`src/core/dmatc_pkg.sv`:
```
// ==========================================================================
// Shared constants for the transfer cycle sequencer
// ==========================================================================
package dmatc_pkg;

  // ========================================================================
  // Bus-clock counts per bus cycle
  // ========================================================================
  localparam logic [2:0] DMATC_BASE_CLKS = 3'h1; // Internal no-wait access
  localparam logic [2:0] DMATC_EXT_CLKS  = 3'h2; // External access, no wait
  localparam logic [2:0] DMATC_WAIT_CLKS = 3'h1; // Added by a software wait

  // ========================================================================
  // Target area codes
  // ========================================================================
  localparam logic [1:0] DMATC_AREA_INT = 2'h0; // Internal ROM/RAM
  localparam logic [1:0] DMATC_AREA_SFR = 2'h1; // SFR area, always waited
  localparam logic [1:0] DMATC_AREA_EXT = 2'h2; // External separate bus

  // ========================================================================
  // Sequencer states
  // ========================================================================
  typedef enum logic [2:0] {
    DMATC_IDLE  = 3'b000,
    DMATC_GRANT = 3'b001,
    DMATC_READ  = 3'b010,
    DMATC_WRITE = 3'b011,
    DMATC_DONE  = 3'b100
  } dmatc_state_e;

endpackage : dmatc_pkg

```
`src/core/dmatc_fifo.sv`:
```
`timescale 1ns/1ps
// ==========================================================================
// Small valid/ready FIFO carrying finished transfer units
// ==========================================================================
module dmatc_fifo #(
  parameter int WIDTH = 16,
  parameter int DEPTH = 16
) (
  // Clock and reset
  input  wire logic             mclk,
  input  wire logic             rst_b,
  // Fill side
  input  wire logic             in_valid,
  output logic                  in_ready,
  input  wire logic [WIDTH-1:0] in_data,
  // Drain side
  output logic                  out_valid,
  input  wire logic             out_ready,
  output logic [WIDTH-1:0]      out_data
);
  localparam int AW = $clog2(DEPTH);

  // ========================================================================
  // State
  // ========================================================================
  typedef struct packed {
    logic [AW-1:0] wr;   // Write pointer
    logic [AW-1:0] rd;   // Read pointer
    logic [AW:0]   cnt;  // Occupancy
  } dmatc_fifo_s;

  dmatc_fifo_s      st_q;                 // Registered pointers
  dmatc_fifo_s      st_d;                 // Next pointers
  logic [WIDTH-1:0] mem_q [DEPTH];        // Storage, no reset needed
  logic             push;                 // Accepted write
  logic             pop;                  // Accepted read

  assign in_ready  = (st_q.cnt != (AW+1)'(DEPTH)); // Honest full
  assign out_valid = (st_q.cnt != '0);             // Honest empty
  assign out_data  = mem_q[st_q.rd];
  assign push      = in_valid && in_ready;
  assign pop       = out_valid && out_ready;

  // Pointer update
  always_comb begin
    st_d = st_q;
    if (push) begin
      st_d.wr = st_q.wr + AW'(1);
    end
    if (pop) begin
      st_d.rd = st_q.rd + AW'(1);
    end
    st_d.cnt = st_q.cnt + (AW+1)'(push) - (AW+1)'(pop);
  end

  // Pointer register
  always_ff @(posedge mclk or negedge rst_b) begin
    if (!rst_b) begin
      st_q <= '0;
    end else begin
      st_q <= st_d;
    end
  end

  // Storage write
  always_ff @(posedge mclk) begin
    if (push) begin
      mem_q[st_q.wr] <= in_data;
    end
  end

endmodule : dmatc_fifo

```
`src/core/dmatc_seq.sv`:
```
`timescale 1ns/1ps
module dmatc_seq #(
  parameter int FIFO_DEPTH = 16
) (
  // Clock and reset
  input  wire logic        mclk,
  input  wire logic        rst_b,
  // Transfer request
  input  wire logic        req,
  input  wire logic        unit16,
  input  wire logic [23:0] src_addr,
  input  wire logic [23:0] dst_addr,
  input  wire logic [1:0]  src_area,
  input  wire logic [1:0]  dst_area,
  input  wire logic        src_wait,
  input  wire logic        dst_wait,
  input  wire logic        src_bus8,
  input  wire logic        dst_bus8,
  // CPU arbitration
  output logic             bus_req,
  input  wire logic        bus_gnt,
  output logic             busy,
  output logic             done,
  // Target bus
  output logic [23:0]      addr,
  output logic             rd_strobe,
  output logic             wr_strobe,
  output logic [15:0]      wdata,
  input  wire logic [15:0] rdata,
  // Completed unit stream
  output logic             unit_valid,
  input  wire logic        unit_ready,
  output logic [15:0]      unit_data
);

  // ========================================================================
  // State
  // ========================================================================
  // Everything the sequencer remembers, registered as one word
  typedef struct packed {
    dmatc_pkg::dmatc_state_e st;   // Sequencer state
    logic [2:0]  clk_left;         // Bus clocks left in this cycle
    logic        second;           // Second byte cycle in progress
    logic [15:0] data;             // Assembled unit
    logic        bus_req;          // Bus wanted from the CPU
    logic        busy;             // Unit in flight
    logic        done;             // One-clock end pulse
    logic [23:0] addr;             // Target address
    logic        rd;               // Read strobe
    logic        wr;               // Write strobe
    logic [15:0] wdata;            // Write word, bytes in low lane
    logic        push;             // Hand unit to FIFO
  } dmatc_seq_s;

  dmatc_seq_s s_q;                 // Registered state
  dmatc_seq_s s_d;                 // Next state
  logic       fifo_rdy;            // FIFO can take a unit
  logic       src_split;           // Read needs two cycles
  logic       dst_split;           // Write needs two cycles

  // Not latched: the request side must hold its attributes while busy
  // Two cycles for 16-bit units on odd address or byte bus
  assign src_split = unit16 && (src_bus8 || src_addr[0]);
  assign dst_split = unit16 && (dst_bus8 || dst_addr[0]);

  // ========================================================================
  // Cycle length, in bus clocks
  // ========================================================================
  // External cycles start at two clocks; a wait or the SFR area adds one
  function automatic logic [2:0] cyc_len(input logic [1:0] area, input logic waited);
    logic [2:0] n;
    n = (area == dmatc_pkg::DMATC_AREA_EXT) ? dmatc_pkg::DMATC_EXT_CLKS
                                            : dmatc_pkg::DMATC_BASE_CLKS;
    if (waited || area == dmatc_pkg::DMATC_AREA_SFR) begin
      n = n + dmatc_pkg::DMATC_WAIT_CLKS;
    end
    return n;
  endfunction : cyc_len

  // ========================================================================
  // Sequencer
  // ========================================================================
  // Next-state logic, one bus clock per edge
  always_comb begin
    s_d      = s_q;
    s_d.done = 1'b0;
    s_d.push = 1'b0;
    unique case (s_q.st)
      dmatc_pkg::DMATC_IDLE: begin
        // Wait for request and FIFO room, so no unit is ever dropped
        if (req && fifo_rdy) begin
          s_d.bus_req = 1'b1;
          s_d.busy    = 1'b1;
          s_d.st      = dmatc_pkg::DMATC_GRANT;
        end
      end
      dmatc_pkg::DMATC_GRANT: begin
        // Hold here until the CPU lets go of the bus
        if (bus_gnt) begin
          s_d.st       = dmatc_pkg::DMATC_READ;
          s_d.addr     = src_addr;
          s_d.rd       = 1'b1;
          s_d.second   = 1'b0;
          s_d.clk_left = cyc_len(src_area, src_wait);
        end
      end
      dmatc_pkg::DMATC_READ: begin
        // Count down the read cycle; data is taken on its last clock
        if (s_q.clk_left == 3'h1) begin
          // Low byte first, upper byte on the second cycle
          if (s_q.second) begin
            s_d.data[15:8] = rdata[7:0];
          end else if (src_split) begin
            s_d.data[7:0] = src_addr[0] ? rdata[15:8] : rdata[7:0];
          end else begin
            s_d.data = unit16 ? rdata : {8'h00, rdata[7:0]};
          end
          if (src_split && !s_q.second) begin
            s_d.second   = 1'b1;
            s_d.addr     = src_addr + 24'h00_0001;
            s_d.clk_left = cyc_len(src_area, src_wait);
          end else begin
            s_d.st       = dmatc_pkg::DMATC_WRITE;
            s_d.second   = 1'b0;
            s_d.rd       = 1'b0;
            s_d.wr       = 1'b1;
            s_d.addr     = dst_addr;
            s_d.clk_left = cyc_len(dst_area, dst_wait);
          end
        end else begin
          s_d.clk_left = s_q.clk_left - 3'h1;
        end
        // Preload the first write word; byte writes carry the low byte
        if (s_d.st == dmatc_pkg::DMATC_WRITE) begin
          s_d.wdata = dst_split ? {8'h00, s_d.data[7:0]} : s_d.data;
        end
      end
      dmatc_pkg::DMATC_WRITE: begin
        // Same length and split rules as the read side
        if (s_q.clk_left == 3'h1) begin
          if (dst_split && !s_q.second) begin
            s_d.second   = 1'b1;
            s_d.addr     = dst_addr + 24'h00_0001;
            s_d.wdata    = {8'h00, s_q.data[15:8]};
            s_d.clk_left = cyc_len(dst_area, dst_wait);
          end else begin
            s_d.st      = dmatc_pkg::DMATC_DONE;
            s_d.wr      = 1'b0;
            s_d.bus_req = 1'b0;
            s_d.push    = 1'b1;
          end
        end else begin
          s_d.clk_left = s_q.clk_left - 3'h1;
        end
      end
      dmatc_pkg::DMATC_DONE: begin
        // Bus back to CPU for at least one clock between units
        s_d.busy = 1'b0;
        s_d.done = 1'b1;
        s_d.st   = dmatc_pkg::DMATC_IDLE;
      end
      default: begin
        // Illegal code: recover to idle
        s_d.st = dmatc_pkg::DMATC_IDLE;
      end
    endcase
  end

  // ========================================================================
  // State register
  // ========================================================================
  // Asynchronous clear puts every output low at once, except unit_data, which is read from unreset FIFO storage
  always_ff @(posedge mclk or negedge rst_b) begin
    if (!rst_b) begin
      s_q <= '0;
    end else begin
      s_q <= s_d;
    end
  end

  // ========================================================================
  // Outputs
  // ========================================================================
  // Strobes come straight from the state word, so they never glitch
  // Output drive straight from flops
  assign bus_req   = s_q.bus_req;
  assign busy      = s_q.busy;
  assign done      = s_q.done;
  assign addr      = s_q.addr;
  assign rd_strobe = s_q.rd;
  assign wr_strobe = s_q.wr;
  assign wdata     = s_q.wdata;

  // ========================================================================
  // Unit stream buffer
  // ========================================================================
  // Push comes after the write ends; room was checked before the start
  dmatc_fifo #(
    .WIDTH (16),
    .DEPTH (FIFO_DEPTH)
  ) u_fifo (
    .mclk      (mclk),
    .rst_b     (rst_b),
    .in_valid  (s_q.push),
    .in_ready  (fifo_rdy),
    .in_data   (s_q.data),
    .out_valid (unit_valid),
    .out_ready (unit_ready),
    .out_data  (unit_data)
  );

endmodule : dmatc_seq

```
`config.mk`:
```
export PLATFORM = sky130hd
export DESIGN_NAME = dmatc_seq
export DESIGN_NICKNAME = d
export VERILOG_FILES = /design/src/core/dmatc_pkg.sv /design/src/core/dmatc_fifo.sv /design/src/core/dmatc_seq.sv
export SDC_FILE = /design/constraint.sdc
export NUM_CORES = 1
export LEC_CHECK = 0
export BUFFER_PORTS_ARGS = -buffer_cell sky130_fd_sc_hd__buf_2
export CAP_MARGIN = 15
export CORE_UTILIZATION = 50
export CTS_CLUSTER_DIAMETER = 120
export DETAILED_ROUTE_END_ITERATION = 10
export PLACE_DENSITY_LB_ADDON = 0.08
export SYNTH_ARGS = -nofsm -noshare
export SYNTH_HDL_FRONTEND = slang
export SYNTH_HIERARCHICAL = 1
export SYNTH_SLANG_ARGS = --single-unit
```
`constraint.sdc`:
```
create_clock -name mclk -period 3 [get_ports mclk]
set_clock_uncertainty 0.1 [all_clocks]
set_input_delay 0.45 -clock mclk [delete_from_list [all_inputs] [get_ports mclk]]
set_output_delay 0.45 -clock mclk [all_outputs]
set_load 0.01 [all_outputs]
```
Word level (Yosys, flattened, before mapping)
Memory sizes are Yosys's and may differ from the RTL's. Cells that the tools add are included. Widths: inputs -> output; s select.

Register bits after elaboration: 82. Latch bits: 0. Memory bits (writable): 256. ROM bits: 0. Input port bits: 78. Output and inout port bits: 62. Word-level logic and storage cells: 120. Memories: 1.

Memory list: u_fifo.mem_q (depth 16, bits a word 16, read ports 1, clocked after memory_dff 0, wr ports 1, line dmatc_fifo.sv:34) `logic [WIDTH-1:0] mem_q [DEPTH];`.

Add/subtract/negate cells: 9. $mul: 0. Divide/modulo/power cells: 0. Order comparisons: 0. Equality and inequality tests: 20. Shift operators: 0. Multiplexer cells: 48. Bitwise gates (word level): 0. Reduce and logical (&&, ||, !) cells: 27.

Operators by type and width (number): $mux 24 (3); $pmux 24 s3 (1); $mux 16 (4); $add 24x1->24 const B (2); $mux 8 (5); $pmux 17 s2 (1); $mux 3 (10); $mux 26 (1); $mux 25 (1); $mux 18 (1); $mux 17 (1); $ne 2x2->1 const B (8); $reduce_and 4->1 (4); $pmux 3 s4 (1); $pmux 4 s3 (1); $reduce_and 5->1 (2); $eq 3x2->1 const B (3); $add 4x1->4 const B (2); $mux 1 (8); $mux 2 (4); $mux 4 (2); $reduce_bool 2->1 (4); $logic_and 1x1->1 (7); $mux 7 (1); other kinds (18) (27).

Longest topological paths before layout
Gate-level depths: netlist of run 1.

Depth after elaboration: 9. Depth in mapped cells: 15. Depth with buffers taken out: 14.

Cells and area by module
Netlist of run 1, hierarchy kept.

By module, submodules not included: dmatc_fifo (instances 1, cells an instance 551, area each 10627.7 µm², sequential area each 8012.7 µm²); dmatc_seq (instances 1, cells an instance 630, area each 5097.4 µm², sequential area each 1726.7 µm²).

Worst setup path after synthesis of run 1
No wires, ideal clock.

Kind: register -> register. Start point: register u_fifo/st_q[2] (netlist bit). End point: memory u_fifo.mem_q[0][0] (enable). Library setup time: 0.430 ns. Data arrival time: 2.613 ns. Path slack: -0.143 ns. Cell stages (with the launch flop): 8. Path through: dfrtp_1 -> inv_1 -> ha_1 -> nand4bb_1 -> and2_1 -> buf_2 -> inv_2 -> nor4_1.

Cells in the longest elaborated chain, start to end: 4.

RTL lines: start: declaration (line dmatc_fifo.sv:32) `dmatc_fifo_s st_q;`; start signal: assignment (line dmatc_fifo.sv:61) `st_q <= st_d;`; $ne 5x5->1 (line dmatc_fifo.sv:38) `assign in_ready = (st_q.cnt != (AW+1)'(DEPTH));`; net fifo_rdy (line dmatc_seq.sv:57) `logic fifo_rdy;`; $logic_and 1x1->1 (line dmatc_fifo.sv:41) `assign push = in_valid && in_ready;`; $mux 1 (line dmatc_fifo.sv:67) `if (push) begin`; $mux 1 (not written as such) (line dmatc_fifo.sv:68) `mem_q[st_q.wr] <= in_data;`; end: declaration (line dmatc_fifo.sv:34).

The timed path passes the listed nets, and every way through them passes these cells.

Worst setup path after layout of run 1
Start point: register u_fifo/st_q[5] (netlist bit). End point: output unit_data[8].

Cells in the longest elaborated chain, start to end: 1.

RTL lines: $mem_v2 16x16; end: declaration (line dmatc_seq.sv:33) `output logic [15:0] unit_data`.

Every way passes these cells.

==> out/results.tsv, run 1 <==
metric	value	unit
status	finished clean	
total global routing overflow	0	
via count	10200	
overall power	17.2	mW
share of async-settable or async-resettable flops after synthesis	0.243	
Total Wirelength	38800	um
antenna diode count	0	
total CTS buffers	37	
CP Launch Type	flop	
CP max-delay cell	mux4_2	
Final Wtd Congestion	0.891	
Die Span Y	179	um
maximum clock insertion buffer count	3	
Worst Tran Pin Value	793	ps
Post-synth EDFFs	256	
die area	32200	sq um
initial core utilization	0.511	
Mapped Cells	1181	
peak supply drop	0.634	mV
vias in the first global route	9964	
layout cells sized above 1	0.236	
FP Rows	64	
vias per cell	5.92	
final setup TNS	0	ps
crit path max fanout	35	
unique cell type count in the Yosys netlist	77	
# IOs	140	
GRT Total Usage	0.248	
Cell Count, Final, Fillers Out	1724	
CTS clk-pin slew, worst paths	60	ps
Worst Hold Margin	119	ps
clock root cell	clkbuf_16	
final period utilization	0.983	
top achievable clock speed	339	MHz
HP Class	primary input to flop	
Core Region	30700	sq um
delay-heaviest family, CP	multiplexers	
first-pass GRT wire length	59500	um
CTS sink cnt	338	
drt drc	0	
initial DRC count	810	
Seq cells post-synth	338	
Pwr Density	956	nW/um^2
Final Max Tran Viols	0	
Hold Vio Cnt, Final	0	
clock insertion delay at the later pin of the skew report	510	ps
final setup violation count	0	
Worst slew margin	0.471	
post-route ant nets	0	
Util after Layout	0.586	
first-pass detailed-route iteration total	7	
top cells by area, synth	edfxtp_1 (49%), dfrtp_1 (13%), mux4_2 (4.6%)	
Yosys top cell area share	0.489	
Mapped Avg Cell Area	13.3	sq um
largest net degree at the start of global routing	62	
final design area excluding fillers	18000	sq um
placed instance area	16700	sq um
Synth area leader	edfxtp_1	
CTS tree	built	
min cycle time layout	2950	ps
CP Capture Type	primary output	
placed cell count	1655	
Crit path buffers/inverters	2	
final setup margin	51.8	ps
Seq/Total Area, Yosys	0.619	
Req. time, crit path	2450	ps
Yosys warnings	6	
Most used DFF post-synth	edfxtp_1	
Die X	179	um
most frequent cells after synthesis	edfxtp_1 (256), nand2_1 (95), dfrtp_1 (82)	
Static Leak	6.80	nW
initial antenna violation count	2	
port buffer count	139	
WL per Instance	22.5	um
most common cell in the netlist	edfxtp_1	
number of H-tree levels	2	
Max-cap violations	0	
worst setup path class	flop to primary output	
CP peak stage delay	560	ps
Post-Synthesis Net Count	1277	
RSZ-0062 raised after global routing	yes	
Mapped Area	15700	sq um
area grow syn2layout	14.5	%
crit-path cells	buf_12 > mux4_2 > a22oi_1 > nand2_1 > buf_2	
HPWL after detailed placement	25900	um
Worst EP arrival	2400	ps
pre-CTS WS	207	ps
Nets	1395	
[worst paths after layout]
check	start	to	slack, ps	depth (start not counted)
setup / recovery	u_fifo/st_q[5]	unit_data[8]	50	5
hold / removal	dst_addr[23]	addr[23]	120	3
setup reg to reg	u_fifo/st_q[3]	u_fifo/st_q[4]	200	13
hold reg to reg	wdata[11]	wdata[11]	380	2
max in group asynchronous	rst_b	wdata[10]	1870	3
min in group asynchronous	rst_b	addr[18]	270	2
[tightest hold or removal path, delay by kind of cell]
kind	cells	cell delay, ps
and+or+nand+nor	1	60
AOI/OAI and AO/OA	1	70
buffers and inverters	1	120
[area by class of cell]
class	count	area, sq um
timing repair buffer	188	1130
clock inverter	25	304
multi-input combinational	708	5280
sequential	338	9740
fill	2536	12700
inverter	26	97.6
clock buffer	43	958
tap	396	495
[layout by cell type (no fill, tap or decap), types with 25 or more instances in the layout]
cell / synthesis / routed
mux2i_1: 64 / 64
nand3_1: 45 / 45
xnor2_1: 27 / 27
inv_1: 25 / 25
a22oi_1: 28 / 28
o21ai_0: 72 / 72
edfxtp_1: 256 / 256
nand2_1: 95 / 95
buf_2: 29 / 138
a21oi_1: 43 / 43
dfrtp_1: 82 / 81
clkbuf_16: 0 / 37
mux4_2: 32 / 32
a221oi_1: 36 / 34
buf_4: 45 / 45
nor2_1: 66 / 66
[state kept, by name, indices dropped and copies added, names as in the netlist]
| signal | flops |
|---|---|
| rd_strobe | 1 |
| bus_req | 1 |
| wr_strobe | 1 |
| u_fifo/st_q | 13 |
| s_q | 24 |
| busy | 1 |
| addr | 24 |
| done | 1 |
| wdata | 16 |
| u_fifo/mem_q | 256 |
[power by group]
group | switching [mW] | internal, mW | total [mW]
registers | 0.835 | 5.92 | 6.75
clock network | 1.85 | 2.84 | 4.69
logic | 3.41 | 2.36 | 5.77
[logic make-up (layout without fill, tap and decap cells)]
logic type,Yosys count,after routing,share of synthesized area
buf+inv,135,282,0.0477
mux,99,99,0.0890
fa+ha+maj,18,18,0.0148
xor+xnor,44,44,0.0245
compound gates,247,247,0.104
flops,338,338,0.619
simple gates,300,300,0.100
[timing repair]
item,CTS,global route
setup endpoints to repair,0,6
resized for setup,0,4
setup buffers,0,0
endpoints found under the hold margin,21,0
hold buffers,1,0
[layer usage]
| layer | up-vias | global-route usage | share of wire |
|---|---|---|---|
| li1 | 4715 | - | - |
| met1 | 5090 | 0.353 | 0.45 |
| met2 | 361 | 0.402 | 0.48 |
| met5 | - | 0 | 0.00031 |
| met3 | 46 | 0.0416 | 0.057 |
| met4 | 2 | 0.0508 | 0.013 |
No activity file was read; power rests on OpenSTA's default activity.
==> run 2: changes to the inputs <==
--- a/config.mk
+++ b/config.mk
@@ -7,7 +7,9 @@
 export LEC_CHECK = 0
 export BUFFER_PORTS_ARGS = -buffer_cell sky130_fd_sc_hd__buf_2
 export CAP_MARGIN = 15
-export CORE_UTILIZATION = 50
+export CELL_PAD_IN_SITES_DETAIL_PLACEMENT = 1
+export CELL_PAD_IN_SITES_GLOBAL_PLACEMENT = 2
+export CORE_UTILIZATION = 38
 export CTS_CLUSTER_DIAMETER = 120
 export DETAILED_ROUTE_END_ITERATION = 10
 export PLACE_DENSITY_LB_ADDON = 0.08
==> run 2 against run 1 <==
First-iteration DRC count shrank 31%. Critical path depth grew 1. Clock power grew 3%. Maximum frequency is 0.35% higher. Final area up 2.8%. Largest cell class unchanged. Worst hold slack got worse by 47 ps. Wire length rose by 19%. Power up 3.7%. Setup slack better by 10 ps. Global-route usage shrank 2.4 points. Flip-flop and latch count unchanged.
==> out/results.tsv, run 2 (same netlist as run 1, synthesis figures left out) <==
metric	value	unit	change
RSZ-0062 raised after global routing	no		was yes
Max-cap violations	0		unchanged
clock insertion delay at the later pin of the skew report	560	ps	was 510 ps
most common cell after layout, fill and taps aside	edfxtp_1		unchanged
Logic pwr share	0.348		was 0.335
Core Region	40800	sq um	was 30700 sq um
FF/Latch Area	9740	sq um	about the same
min cycle time layout	2940	ps	was 2950 ps
number of H-tree levels	2		unchanged
CTS tree	built		unchanged
Sw Pwr	6.42	mW	was 6.09 mW
initial DRC count	559		was 810
HP Class	primary input to flop		unchanged
clock root cell	clkbuf_16		unchanged
largest net degree at the start of global routing	45		was 62
maximum clock insertion buffer count	3		unchanged
die area	42200	sq um	was 32200 sq um
clock power share	0.271		was 0.272
# IOs	140		unchanged
crit path max fanout	15		was 35
WL met1	21300	um	was 17500 um
status	finished clean		unchanged
Die X	205	um	was 179 um
HPWL after detailed placement	31700	um	was 25900 um
first-pass GRT wire length	69400	um	was 59500 um
top achievable clock speed	340	MHz	was 339 MHz
met2 wire len	22200	um	was 18500 um
placed instance area	17000	sq um	was 16700 sq um
reg2reg setup slack	180	ps	was 200 ps
layout cells sized above 1	0.262		was 0.236
Seq pwr share	0.381		was 0.392
post-route ant nets	0		unchanged
Final Wtd Congestion	0.782		was 0.891
CP Capture Type	primary output		unchanged
area grow syn2layout	17.7	%	was 14.5%
fillers	4211		was 2536
drt drc	0		unchanged
Pwr Density	964	nW/um^2	was 956 nW/um^2
Multi-input gate area	5350	sq um	was 5280 sq um
antenna diode count	0		unchanged
Worst slew margin	0.448		was 0.471
Switching Fraction	0.360		was 0.354
GRT Total Usage	0.224		was 0.248
Nets	1420		was 1395
initial core utilization	0.385		was 0.511
top layer in use	met5		unchanged
most frequent cells in the layout	edfxtp_1 (256), buf_2 (138), nand2_1 (95)		unchanged
final period utilization	0.979		was 0.983
final design area excluding fillers	18500	sq um	was 18000 sq um
WL met3	1700	um	was 2230 um
Static Leak	6.97	nW	was 6.80 nW
Final Max Tran Viols	0		unchanged
CTS sink cnt	338		unchanged
port buffer count	139		unchanged
vias in the first global route	10800		was 9964
CP Launch Type	flop		unchanged
max reg flops	256		unchanged
first-pass detailed-route iteration total	5		was 7
Int Pwr	11.4	mW	was 11.1 mW
Total Wirelength	46100	um	was 38800 um
FP Rows	74		was 64
largest register by flop count	u_fifo/mem_q		unchanged
total CTS buffers	40		was 37
CTS clk-pin slew, worst paths	60	ps	about the same
vias per cell	5.49		was 5.92
Die Span Y	205	um	was 179 um
worst setup path class	flop to primary output		unchanged
Worst EP arrival	2390	ps	was 2400 ps
Worst Tran Pin Value	828	ps	was 793 ps
WL per Instance	24.4	um	was 22.5 um
overall power	17.8	mW	was 17.2 mW
peak supply drop	0.506	mV	was 0.634 mV
total global routing overflow	0		unchanged
Hold Vio Cnt, Final	0		unchanged
via count	10400		was 10200
Req. time, crit path	2450	ps	about the same
final setup violation count	0		unchanged
initial antenna violation count	1		was 2
==> run 2: changes by cell type in the layout (fill, tap and decap cells not counted), sizes merged <==
cell	delta
bufinv	-2
clkbuf	+9
clkinv	+2
buf	+20
inv	-5
clkinvlp	+3
==> run 2: per-stage QoR <==
step,hold WS [ps],util,TNS (ps),worst slack (ps),std cells
6_report,71.4,0.453,0,62.0,1887
5_1_grt,82.2,0.453,0,0.354,1887
4_1_cts,45.5,0.451,-137,-54.9,1885
3_5_place_dp,375,0.416,0,167,1804
3_3_place_gp,361,0.416,0,226,1804
2_1_floorplan,54.4,-,-9140,-143,1181
==> run 2: cell type report <==
cell class / instances / share of cell area
Timing Repair Buffer: 210 / 0.0727
Sequential cell: 338 / 0.526
Tap cell: 532 / 0.0360
Multi-Input combinational cell: 708 / 0.289
Clock inverter: 23 / 0.0124
Clock buffer: 50 / 0.0583
Inverter: 26 / 0.00547
==> run 2: power by group through the flow <==
stage	Sequential (mW)	Clock (mW)	Combinational, mW
after global routing	6.91	5.12	6.79
final	6.81	4.84	6.20
after floorplan	6.40	0	4.27
after global placement	6.92	0	5.89
after CTS	6.81	4.96	6.13
after detailed placement	6.96	0	5.93
==> run 2: worst paths after layout <==
| kind | from | endpoint | cells after the start |
|---|---|---|---|
| min reg2reg | addr[1] | addr[1] | 2 |
| max reg2reg | u_fifo/st_q[3] | u_fifo/st_q[4] | 13 |
| min in group asynchronous | rst_b | addr[16] | 2 |
| max | u_fifo/st_q[5] | unit_data[8] | 6 |
| max in group asynchronous | rst_b | wdata[7] | 3 |
| min | req | busy | 3 |
==> run 2: timing repair <==
item                                    CTS  global route
gates cloned                              0             1
buffers inserted                          7             1
endpoints found under the setup margin   16            13
hold endpoints to repair                 38             0
resized for setup                         3            13
hold buffers                              1             0
pin swaps                                 0             1
==> run 2: worst max-delay path, cell delays in order, from the launching register on <==
cell,delay (ps)
dfrtp_4,440
buf_12,140
buf_12,170
mux4_2,590
a22oi_1,200
nand2_1,120
buf_2,150
==> run 2: routing by layer <==
metal | track usage | vias to the layer above
met5 | 0 | -
met4 | 0.0590 | 2
met3 | 0.0307 | 54
met1 | 0.308 | 5318
li1 | - | 4765
met2 | 0.370 | 214
==> run 3: changes to the inputs <==
--- a/config.mk
+++ b/config.mk
@@ -5,6 +5,7 @@
 export SDC_FILE = /design/constraint.sdc
 export NUM_CORES = 1
 export LEC_CHECK = 0
+export ABC_CLOCK_PERIOD_IN_PS = 3000
 export BUFFER_PORTS_ARGS = -buffer_cell sky130_fd_sc_hd__buf_2
 export CAP_MARGIN = 15
 export CELL_PAD_IN_SITES_DETAIL_PLACEMENT = 1
@@ -13,6 +14,7 @@
 export CTS_CLUSTER_DIAMETER = 120
 export DETAILED_ROUTE_END_ITERATION = 10
 export PLACE_DENSITY_LB_ADDON = 0.08
+export REMOVE_ABC_BUFFERS = 1
 export SYNTH_ARGS = -nofsm -noshare
 export SYNTH_HDL_FRONTEND = slang
 export SYNTH_HIERARCHICAL = 1
==> run 3 against run 2 <==
Wire length increased by 1.1%. Combinational power decreased by 3%. Setup slack lost 51 ps. Critical path type unchanged. Critical endpoint unchanged. Largest cell class unchanged.
==> out/results.tsv, run 3 (same netlist as run 1, synthesis figures left out) <==
metric	value	unit	change
status	finished clean		unchanged
Die Span Y	205	um	unchanged
Core Region	40800	sq um	unchanged
FP Rows	74		unchanged
clock root cell	clkbuf_16		unchanged
worst setup path class	flop to primary output		unchanged
CTS sink cnt	338		unchanged
most frequent cells in the layout	edfxtp_1 (256), buf_2 (138), nand2_1 (95)		unchanged
CP peak stage delay	390	ps	was 590 ps
port buffer count	139		unchanged
RSZ-0062 raised after global routing	yes		was no
Max-cap violations	0		unchanged
post-route ant nets	0		unchanged
maximum clock insertion buffer count	3		unchanged
peak supply drop	0.401	mV	was 0.506 mV
WL per Instance	24.7	um	was 24.4 um
first-pass GRT wire length	69000	um	was 69400 um
clock insertion delay at the later pin of the skew report	560	ps	about the same
fillers	4201		was 4211
number of H-tree levels	2		unchanged
min cycle time layout	2990	ps	was 2940 ps
crit path max fanout	18		was 15
HP Class	primary input to flop		unchanged
Pwr Density	944	nW/um^2	was 964 nW/um^2
pre-CTS WS	209	ps	was 167 ps
Req. time, crit path	2450	ps	about the same
Worst Tran Pin Value	1000	ps	was 828 ps
total global routing overflow	0		unchanged
CP Capture Type	primary output		unchanged
max reg flops	256		unchanged
Final Max Tran Viols	0		unchanged
CP max-delay cell	a221oi_1		was mux4_2
final setup margin	10.6	ps	was 62.0 ps
Nets	1409		was 1420
largest register by flop count	u_fifo/mem_q		unchanged
CTS tree	built		unchanged
most common cell after layout, fill and taps aside	edfxtp_1		unchanged
layout cells sized above 1	0.246		was 0.262
delay-heaviest family, CP	buffers and inverters		was multiplexers
Total Wirelength	46600	um	was 46100 um
area grow syn2layout	16.5	%	was 17.7%
first-pass detailed-route iteration total	7		was 5
Crit path buffers/inverters	3		unchanged
HPWL after detailed placement	30800	um	was 31700 um
drt drc	0		unchanged
via count	10300		was 10400
Hold Vio Cnt, Final	0		unchanged
top achievable clock speed	335	MHz	was 340 MHz
Worst slew margin	0.332		was 0.448
CTS clk-pin slew, worst paths	60	ps	about the same
vias in the first global route	10800		about the same
final setup violation count	0		unchanged
# IOs	140		unchanged
final period utilization	0.996		was 0.979
largest net degree at the start of global routing	43		was 45
crit-path cells	buf_4 > and2_1 > buf_6 > a221oi_1 > a22oi_1 > nand2_1 > buf_2		was buf_12 > buf_12 > mux4_2 > a22oi_1 > nand2_1 > buf_2
reg2reg setup slack	220	ps	was 180 ps
initial core utilization	0.385		unchanged
vias per cell	5.49		about the same
die area	42200	sq um	unchanged
initial DRC count	506		was 559
overall power	17.3	mW	was 17.8 mW
initial antenna violation count	13		was 1
CP Launch Type	flop		unchanged
GRT Total Usage	0.224		about the same
Die X	205	um	unchanged
total CTS buffers	39		was 40
Static Leak	6.86	nW	was 6.97 nW
Worst EP arrival	2440	ps	was 2390 ps
Final Wtd Congestion	0.817		was 0.782
==> run 3: cell types whose count changed in the layout (fill, tap and decap cells not counted), moves of 4 or more <==
| cell | previous run | this run |
|---|---|---|
| clkinv_1 | 4 | 12 |
| clkinv_2 | 11 | 4 |
| diode_2 | 0 | 7 |
| buf_4 | 60 | 54 |
| a221oi_2 | 9 | 14 |
| clkbuf_1 | 6 | 11 |
| a221oi_1 | 27 | 23 |
| buf_12 | 7 | 3 |
| clkbuf_8 | 4 | 0 |
| nor2_1 | 62 | 66 |
| nor2_2 | 5 | 1 |
==> run 3: timing repair <==
action,4_1_cts,5_1_grt
setup buffers,5,0
hold buffers,1,0
endpoints found under the hold margin,30,0
gates cloned,0,1
setup endpoints to repair,16,15
gates resized for setup,12,10
==> run 3: area by class of cell <==
type                       instances  area [sq um]  area share
sequential                       338          9740       0.532
multi-input combinational        708          5360       0.292
timing repair buffer             200          1240      0.0678
clock buffer                      50          1020      0.0555
tap                              532           666      0.0363
clock inverter                    22           181     0.00990
inverter                          26          97.6     0.00533
antenna                            7          17.5    0.000956
==> run 3: per-layer routing <==
layer / vias to the layer above / share of wire / wire [um] / track usage
met5: - / 0.0014 / 63 / 0
met3: 71 / 0.048 / 2260 / 0.0469
met4: 12 / 0.023 / 1060 / 0.0632
met2: 198 / 0.50 / 23300 / 0.384
met1: 5286 / 0.43 / 19900 / 0.284
li1: 4762 / - / - / -
==> run 3: path summary, 6_finish.rpt <==
kind,start,end,cells after the start
max in group asynchronous,rst_b,wdata[14],3
min reg2reg,addr[8],addr[8],2
min in group asynchronous,rst_b,addr[8],2
max reg2reg,u_fifo/st_q[2],u_fifo/st_q[4],13
max,u_fifo/st_q[7],unit_data[8],7
min,dst_addr[23],addr[23],3
==> run 3: power by group <==
group	switching, mW	internal [mW]	leakage (nW)
Combinational	3.54	2.49	2.92
Clock	1.94	2.59	0.581
Sequential	0.795	5.92	3.36
==> run 3: worst register-to-register path: stages (launching register included) <==
cell and delay (ps):
dfrtp_1 380, inv_1 90, ha_1 160, or4b_4 460, and2_4 200, ha_1 270
inv_1 60, ha_1 150, inv_1 50, fa_1 390, inv_1 70, a21oi_1 60
o21bai_1 150, xnor2_1 130
==> run 3: metrics by stage <==
stage                util  hold WS (ps)  std cells  TNS (ps)  cell area (sq um)
detailed placement  0.414           261       1797         0              16900
global route        0.449           101       1881      -558              18300
global placement    0.414           259       1797         0              16900
floorplan               -          54.4       1072    -44530              15100
finish              0.449          86.6       1883         0              18300
CTS                 0.446          55.5       1875         0              18200
